$ cat src/hdl/odpd_pkg.sv
/*
  constants, command codes, timing and carrier types for the octal
  converter power-down control.
  assumes a 200 MHz clock and an upstream serial receiver that hands
  over one complete three-byte command word per strobe.
*/
`default_nettype none

package odpd_pkg;

    // *****************************************************
    // geometry
    // *****************************************************
    localparam int N_CH   = 8;
    localparam int DATA_W = 16;
    localparam int CNT_W  = 13;

    // *****************************************************
    // command codes and channel select
    // *****************************************************
    localparam logic [3:0] CMD_WRITE       = 4'h0;
    localparam logic [3:0] CMD_UPDATE      = 4'h1;
    localparam logic [3:0] CMD_WRITE_UPDALL = 4'h2;
    localparam logic [3:0] CMD_WRITE_UPDATE = 4'h3;
    localparam logic [3:0] CMD_POWER_DOWN  = 4'h4;
    localparam logic [3:0] CH_ALL          = 4'hF;

    // *****************************************************
    // reset values
    // *****************************************************
    localparam logic [DATA_W-1:0] CODE_RST = 16'h0000;
    localparam logic [N_CH-1:0]   PD_RST   = 8'h00;

    // *****************************************************
    // timing
    // *****************************************************
    localparam int CLK_PERIOD_NS  = 5;
    localparam int T_WAKE_NS      = 5000;
    localparam int T_WAKE_HI_V_NS = 12000;
    localparam int T_WAKE_LO_V_NS = 30000;
    // least times: round up
    localparam int WAKE_CYC      = (T_WAKE_NS + CLK_PERIOD_NS - 1) / CLK_PERIOD_NS;
    localparam int WAKE_HI_V_CYC = (T_WAKE_HI_V_NS + CLK_PERIOD_NS - 1) / CLK_PERIOD_NS;
    localparam int WAKE_LO_V_CYC = (T_WAKE_LO_V_NS + CLK_PERIOD_NS - 1) / CLK_PERIOD_NS;

    // *****************************************************
    // carrier types
    // *****************************************************
    typedef struct packed {
        logic [3:0]        command_code;
        logic [3:0]        channel_select;
        logic [DATA_W-1:0] data;
    } odpd_cmd_s;

    typedef struct packed {
        logic buf_en;
        logic ref_en;
        logic pulldown_en;
        logic settle_en;
    } odpd_ana_s;

endpackage : odpd_pkg

`default_nettype wire

$ cat src/hdl/odpd_wake_timer.sv
/*
  one channel's power-up delay counter.
  assumes the caller picks the delay length at the start pulse.
*/
`timescale 1ns/1ps
`default_nettype none

module odpd_wake_timer
    import odpd_pkg::*;
(
    input  wire logic             i_clk,
    input  wire logic             i_rst,
    input  wire logic             i_start,
    input  wire logic [CNT_W-1:0] i_len,
    output logic                  o_busy
);
    import odpd_pkg::*;

    typedef enum logic {ODPD_IDLE, ODPD_WAIT} odpd_tmr_e;

    odpd_tmr_e        state_r;
    odpd_tmr_e        state_nxt;
    logic [CNT_W-1:0] cnt_r;
    logic [CNT_W-1:0] cnt_nxt;

    // *****************************************************
    // count down
    // *****************************************************
    // a fresh start restarts the wait: the later update governs
    always_comb
    begin
        state_nxt = state_r;
        cnt_nxt   = cnt_r;
        case (state_r)
            ODPD_IDLE:
            begin
                if (i_start)
                begin
                    state_nxt = ODPD_WAIT;
                    cnt_nxt   = i_len - 13'h0001;
                end
            end
            ODPD_WAIT:
            begin
                if (i_start)
                    cnt_nxt = i_len - 13'h0001;
                else if (cnt_r == '0)
                    state_nxt = ODPD_IDLE;
                else
                    cnt_nxt = cnt_r - 13'h0001;
            end
            default:
                state_nxt = ODPD_IDLE;
        endcase
    end

    always_ff @(posedge i_clk)
    begin
        if (i_rst)
        begin
            state_r <= ODPD_IDLE;
            cnt_r   <= '0;
        end
        else
        begin
            state_r <= state_nxt;
            cnt_r   <= cnt_nxt;
        end
    end

    assign o_busy = (state_r == ODPD_WAIT);

endmodule : odpd_wake_timer

`default_nettype wire

$ cat src/hdl/odpd_ctrl.sv
/*
  per-channel power-down control of an octal voltage-output converter:
  command decode, holding and active code registers, power-down flags,
  bias control and power-up delay timing.
  assumes serial framing and addressing are done upstream; each
  i_cmd_valid pulse carries one complete three-byte command word.
*/
`timescale 1ns/1ps
`default_nettype none

module odpd_ctrl
    import odpd_pkg::*;
#(
    parameter int WAKE_CYCLES      = WAKE_CYC,
    parameter int WAKE_HI_V_CYCLES = WAKE_HI_V_CYC,
    parameter int WAKE_LO_V_CYCLES = WAKE_LO_V_CYC
)
(
    input  wire logic                           i_clk,
    input  wire logic                           i_rst,
    input  wire logic                           i_cmd_valid,
    input  wire odpd_pkg::odpd_cmd_s            i_cmd,
    input  wire logic                           i_supply_low,
    output logic [odpd_pkg::N_CH-1:0][odpd_pkg::DATA_W-1:0] o_hold_code,
    output logic [odpd_pkg::N_CH-1:0][odpd_pkg::DATA_W-1:0] o_active_code,
    output logic [odpd_pkg::N_CH-1:0]           o_power_down,
    output odpd_pkg::odpd_ana_s [odpd_pkg::N_CH-1:0] o_analog,
    output logic                                o_bias_en
);
    import odpd_pkg::*;

    // *****************************************************
    // elaboration checks
    // *****************************************************
    if (WAKE_CYCLES < 1 || WAKE_CYCLES >= (1 << CNT_W))
    begin : g_bad_wake
        $error("wake count out of range");
    end
    if (WAKE_HI_V_CYCLES < 1 || WAKE_HI_V_CYCLES >= (1 << CNT_W))
    begin : g_bad_hi
        $error("high-supply wake count out of range");
    end
    if (WAKE_LO_V_CYCLES < 1 || WAKE_LO_V_CYCLES >= (1 << CNT_W))
    begin : g_bad_lo
        $error("low-supply wake count out of range");
    end
    // select decode below serves exactly eight channels of 16-bit codes
    if (N_CH != 8 || DATA_W != 16)
    begin : g_bad_geom
        $error("channel geometry not supported");
    end
    // the timer counter must be wide enough and not absurdly wide
    if (CNT_W < 1 || CNT_W > 16)
    begin : g_bad_cnt
        $error("counter width not supported");
    end

    localparam logic [CNT_W-1:0] LEN_SHORT = CNT_W'(WAKE_CYCLES);
    localparam logic [CNT_W-1:0] LEN_HI_V  = CNT_W'(WAKE_HI_V_CYCLES);
    localparam logic [CNT_W-1:0] LEN_LO_V  = CNT_W'(WAKE_LO_V_CYCLES);

    // reset analog state: buffer and reference on, pull-down off, settled
    localparam odpd_ana_s ANA_RST = '{buf_en: 1'b1, ref_en: 1'b1,
                                      pulldown_en: 1'b0, settle_en: 1'b1};

    // *****************************************************
    // state
    // *****************************************************
    // eight channels of sixteen bits is small enough to stay in plain
    // flops; a memory would cost a read port per channel anyway
    logic [N_CH-1:0][DATA_W-1:0] hold_r;
    logic [N_CH-1:0][DATA_W-1:0] hold_nxt;
    logic [N_CH-1:0][DATA_W-1:0] active_r;
    logic [N_CH-1:0][DATA_W-1:0] active_nxt;
    logic [N_CH-1:0]             pd_r;
    logic [N_CH-1:0]             pd_nxt;

    // *****************************************************
    // command decode
    // *****************************************************
    // field split
    wire [3:0] cmd_code = i_cmd.command_code;
    wire [3:0] cmd_sel  = i_cmd.channel_select;

    // unlisted select values address no channel
    wire            sel_one  = (cmd_sel < 4'h8);
    wire            sel_all  = (cmd_sel == CH_ALL);
    wire [N_CH-1:0] sel_mask;

    // one compare per channel
    for (genvar k = 0; k < N_CH; k++)
    begin : g_sel
        assign sel_mask[k] = sel_all || (sel_one && (cmd_sel[2:0] == 3'(k)));
    end

    // codes above power-down fall through and change nothing

    wire is_write   = i_cmd_valid && (cmd_code == CMD_WRITE);
    wire is_update  = i_cmd_valid && (cmd_code == CMD_UPDATE);
    wire is_wr_all  = i_cmd_valid && (cmd_code == CMD_WRITE_UPDALL);
    wire is_wr_upd  = i_cmd_valid && (cmd_code == CMD_WRITE_UPDATE);
    wire is_pd      = i_cmd_valid && (cmd_code == CMD_POWER_DOWN);

    wire [N_CH-1:0] wr_mask  = (is_write || is_wr_all || is_wr_upd)
                             ? sel_mask : '0;
    wire [N_CH-1:0] upd_mask = is_wr_all ? {N_CH{1'b1}}
                             : ((is_update || is_wr_upd) ? sel_mask : '0);
    wire [N_CH-1:0] pd_mask  = is_pd ? sel_mask : '0;

    // *****************************************************
    // bias and wake delay choice
    // *****************************************************
    // the choice looks at the flags before this command, so a channel
    // waking from all-down gets the long delay even as bias restarts
    // bias off only when all down
    wire all_down = &pd_r;
    // bias restart needs the long delay
    wire [CNT_W-1:0] long_len = i_supply_low ? LEN_LO_V : LEN_HI_V;
    wire [CNT_W-1:0] wake_len = all_down ? long_len : LEN_SHORT;

    // *****************************************************
    // per-channel registers
    // *****************************************************
    // power-down touches neither register
    always_comb
    begin
        for (int i = 0; i < N_CH; i++)
        begin
            hold_nxt[i]   = wr_mask[i] ? i_cmd.data : hold_r[i];
            active_nxt[i] = upd_mask[i] ? hold_nxt[i] : active_r[i];
        end
    end

    // flag set by power-down, cleared by update
    // a command cannot both power down and update, so no conflict
    assign pd_nxt = (pd_r & ~upd_mask) | pd_mask;

    always_ff @(posedge i_clk)
    begin
        if (i_rst)
        begin
            hold_r   <= {N_CH{CODE_RST}};
            active_r <= {N_CH{CODE_RST}};
            pd_r     <= PD_RST;
        end
        else
        begin
            hold_r   <= hold_nxt;
            active_r <= active_nxt;
            pd_r     <= pd_nxt;
        end
    end

    // *****************************************************
    // per-channel wake timers and analog controls
    // *****************************************************
    // limitation: only settle_en shows the delay; buffer and reference
    // come up at once and the analog side is trusted to ramp them
    // trade-off: a timer per channel costs flops but lets channels
    // wake on their own schedules without a shared arbiter
    logic [N_CH-1:0]      waking;
    odpd_ana_s [N_CH-1:0] ana_nxt;
    odpd_ana_s [N_CH-1:0] ana_r;
    logic                 bias_r;
    wire                  bias_nxt = ~&pd_nxt;

    for (genvar g = 0; g < N_CH; g++)
    begin : g_ch
        // delay only for a channel actually asleep
        wire wake_start = upd_mask[g] && pd_r[g];

        odpd_wake_timer u_wake (
            .i_clk   (i_clk),
            .i_rst   (i_rst),
            .i_start (wake_start),
            .i_len   (wake_len),
            .o_busy  (waking[g])
        );

        // buffer and reference follow the flag
        assign ana_nxt[g].buf_en      = !pd_nxt[g];
        assign ana_nxt[g].ref_en      = !pd_nxt[g];
        assign ana_nxt[g].pulldown_en = pd_nxt[g];
        // a channel powered down again mid-wake stays quiet via its flag
        // settling waits for the delay to run out
        assign ana_nxt[g].settle_en   = !pd_nxt[g] && !waking[g] && !wake_start;
    end

    // registered so the analog controls change with the flags
    always_ff @(posedge i_clk)
    begin
        if (i_rst)
        begin
            ana_r  <= {N_CH{ANA_RST}};
            bias_r <= 1'b1;
        end
        else
        begin
            ana_r  <= ana_nxt;
            bias_r <= bias_nxt;
        end
    end

    // *****************************************************
    // outputs
    // *****************************************************
    // every output comes straight from a flop: no decode glitch leaks out
    assign o_hold_code   = hold_r;
    assign o_active_code = active_r;
    assign o_power_down  = pd_r;
    assign o_analog      = ana_r;
    assign o_bias_en     = bias_r;

endmodule : odpd_ctrl

`default_nettype wire

$ cat config.mk
export PLATFORM = sky130hd
export DESIGN_NAME = odpd_ctrl
export DESIGN_NICKNAME = d
export VERILOG_FILES = /design/src/hdl/odpd_pkg.sv /design/src/hdl/odpd_wake_timer.sv /design/src/hdl/odpd_ctrl.sv
export SDC_FILE = /design/constraint.sdc
export NUM_CORES = 1
export LEC_CHECK = 0
export ABC_AREA = 1
export BUFFER_PORTS_ARGS = -buffer_cell sky130_fd_sc_hd__buf_4
export CAP_MARGIN = 20
export CELL_PAD_IN_SITES_DETAIL_PLACEMENT = 0
export CELL_PAD_IN_SITES_GLOBAL_PLACEMENT = 1
export CORE_MARGIN = 5
export CORE_UTILIZATION = 38
export CTS_BUF_LIST = sky130_fd_sc_hd__clkbuf_8
export CTS_CLUSTER_DIAMETER = 60
export DETAILED_ROUTE_END_ITERATION = 8
export GPL_ROUTABILITY_DRIVEN = 0
export PLACE_DENSITY_LB_ADDON = 0.1
export SYNTH_ARGS = -nofsm -noshare
export SYNTH_HDL_FRONTEND = slang
export SYNTH_SLANG_ARGS = --single-unit
$ cat constraint.sdc
create_clock -name i_clk -period 1.7 [get_ports i_clk]
set_input_delay 0.34 -clock i_clk [delete_from_list [all_inputs] [get_ports i_clk]]
set_output_delay 0.34 -clock i_clk [all_outputs]
set_load 0.02 [all_outputs]
==> run_results.csv <==
group,metric,value,unit
status,status,"complete, no violations",
worst_setup_path,path_class,"reg -> reg",
grt,grt-ovfl-total,0,
timing,fmax,627,MHz
floorplanning,die_x,219,microns
timing,fin_ws,0.106,ns
detailed_routing,routed_wl,59000,microns
clocking,root_buffer,"clkbuf_8",
timing,hold_slack,0.0821,ns
worst_setup_path,path_cells,"nand2_1, nor3_2, buf_4, nand3_1, nor3_4, buf_12, nand2_1, o21ai_0, o21ai_0",
logic_synthesis,syn_area,16600,sq um
logic_synthesis,ys_async_sr_fraction,0,%
logic_synthesis,yosys-top-cells-count,"dfxtp_1 (393), nor2_1 (296), nand2_1 (287), o21ai_0 (219), a21oi_1 (175)",
cells_and_area,fill_cells,4195,
floorplanning,die_h,219,microns
cells_and_area,fin_nets,2621,
logic_synthesis,yosysMostFrequentCell,"dfxtp_1",
detailed_routing,vias,15778,
worst_setup_path,arrival,2.09,ns
grt,antenna_found_initial,1,
worst_setup_path,crit_path_end_kind,"register",
logic_synthesis,synth_edf_count,0,
logic_synthesis,syn_inst,2085,
logic_synthesis,synth-seq-cells,393,
job,drv_cap,0,
timing,fin_crit,1.59,ns
detailed_routing,via_per_inst,4.91,
grt,grt_first_pass_wirelength,89200,microns
placement,dp_hpwl,42200,microns
placement,portBuffers,324,
placement,placed_area,20800,sq um
worst_setup_path,cpPeakStageDelay,0.33,ns
clocking,cts_tree,"built",
timing,fin_skew,0.0281,ns
timing,maxSlewHeadroom,75.3,%
clocking,clk_path_buf_depth,3,
logic_synthesis,ys.flop_type,"dfxtp_1",
grt,first_global_vias,15456,
logic_synthesis,ys_seq_area_share,47.3,%
logic_synthesis,syn-num-nets,2129,
timing,period_share,93.7,%
clocking,clkSinkCount,393,
clocking,ctsHtreeMaxLevel,3,
floorplanning,core.rowCount,76,
clocking,clkLatencyLatePin,0.64,ns
worst_setup_path,cp_slowest_cell,"dfxtp_2",
timing,worstMarginPinSlew,0.370,ns
worst_setup_path,crit_path_start_kind,"register",
clocking,numCtsBuffers,70,
power,p_per_area,867,nW/um^2
timing,rsz0062_at_grt,"true",
timing,finalHoldViolations,0,
floorplanning,num_io_pins,325,
hold_path,hold_path_class,"in -> reg",
timing,tns,0,ns
timing,setup_viol,0,
floorplanning,fp.coreArea,43200,sq um
logic_synthesis,yosys_warnings,0,
detailed_routing,drtAntennaViolNets,0,
detailed_routing,drc,0,
clocking,path_clk_slew,0.06,ns
worst_setup_path,cp_max_fo,9,
detailed_routing,initialDrtViolationCount,1050,
detailed_routing,avgRoutedWirePerCell,18.4,microns
cells_and_area,stdcell_area,22700,sq um
logic_synthesis,ys_types,41,
worst_setup_path,crit_required,2.19,ns
logic_synthesis,synth_top_cell_area_share,47.3,%
placement,place_ws,-0.218,ns
cells_and_area,diodes,0,
floorplanning,dieArea,48100,sq um
logic_synthesis,synthTopCellsByArea,"dfxtp_1 (47%), mux2i_1 (7.7%), nor2_1 (6.7%)",
power,power.total,19.6,mW
cells_and_area,fin_cells,3211,
grt,grtUsageTotal,23.9,%
cells_and_area,drive_above_1_share,29.5,%
placement,post-place-cells,3073,
timing,slew_violations,0,
cells_and_area,fin_util,52.5,%
cells_and_area,syn_to_final_growth,36.2,%
power,p_leak,11.8,nW
power,peakVddDrop,813,uV
worst_setup_path,r2r_slack,0.11,ns
detailed_routing,drtPass1Iterations,5,
grt,grt_max_degree,68,
floorplanning,start_util,38.5,%
logic_synthesis,netlist.top_cell.by_area,"dfxtp_1",
logic_synthesis,syn_area_per_cell,7.98,sq um
## final cells by class
cell class              instances  area (sq um)  share of cell area (%)
flip-flops and latches        393          7880                    34.8
clock inverters                28           198                   0.872
well taps                     585           732                    3.23
inverters                     170           644                    2.84
multi-input cells            1408          7750                    34.2
clock buffers                  93          1280                    5.65
repair buffers                534          4180                    18.4
## cells in the final DEF (no fill, tap or decap), drive strengths merged, types with 3 or more instances in the layout
cell / count
nand3: 101
inv: 188
nand4: 21
xor2: 34
ha: 16
o211ai: 3
mux2i: 128
o31ai: 5
o21bai: 3
o21ai: 223
clkinv: 6
a31oi: 7
dfxtp: 393
o21a: 3
clkbuf: 93
buf: 533
xnor2: 12
nand3b: 8
a21oi: 176
nor2: 304
nand2: 325
or2: 7
nor3: 24
## where the power goes
| part | internal (mW) | leakage, nW | total, mW | switching (mW) |
|---|---|---|---|---|
| Sequential | 9.32 | 3.18 | 9.38 | 0.0601 |
| Clock | 5.20 | 0.824 | 9.24 | 4.04 |
| Combinational | 0.343 | 7.83 | 1.02 | 0.681 |
| Total | 14.9 | 11.8 | 19.6 | 4.78 |
## flip-flops by register name, summed over array words and instances, names as in the netlist
register            flops
o_analog               16
o_active_code         128
g_ch.u_wake.o_busy      8
o_power_down            8
o_hold_code           128
o_bias_en               1
g_ch.u_wake.cnt_r     104
## what timing repair did
item / 4_1_cts / 5_1_grt
cloned: 0 / 0
pin swaps: 2 / 28
buffers inserted: 4 / 12
setup endpoints to repair: 6 / 79
endpoints found under the hold margin: 14 / 0
resized for setup: 2 / 88
hold buffers: 1 / 0
## final timing paths
path / start / end / cells after the start
setup / recovery: o_power_down[0]$_SDFF_PP0_ / g_ch[0].u_wake.cnt_r[7]$_SDFFE_PP0P_ / 9
hold / removal: i_supply_low / g_ch[7].u_wake.cnt_r[4]$_SDFFE_PP0P_ / 4
setup reg to reg: o_power_down[0]$_SDFF_PP0_ / g_ch[0].u_wake.cnt_r[7]$_SDFFE_PP0P_ / 9
hold reg to reg: g_ch[6].u_wake.cnt_r[0]$_SDFFE_PP0P_ / g_ch[6].u_wake.cnt_r[0]$_SDFFE_PP0P_ / 1
## worst max-delay path, delay by kind of cell (launching register included)
kind                   cells  cell delay (ns)
AO/OA/AOI/OAI              2             0.23
buffers and inverters      2             0.33
AND/OR/NAND/NOR            5             0.58
flip-flops                 1             0.33
## cells by family after synthesis
logic type	count (synthesis)	share of synthesized area [%]
flip-flops	393	47.3
AND/OR/NAND/NOR	796	21.0
adder cells (fa/ha/maj)	16	1.20
buffers and inverters	284	7.36
multiplexers	128	7.70
XOR/XNOR	46	2.42
AO/OA/AOI/OAI	422	13.0
## layer usage
layer / vias to the layer above / GRT usage [%] / share of wire (%)
li1: 7829 / - / -
met1: 7410 / 29.7 / 42
met3: 83 / 9.22 / 9.0
met2: 454 / 38.2 / 46
met4: 2 / 7.66 / 2.5
met5: - / 0 / 0.014
(Power assumes the default switching activity.)
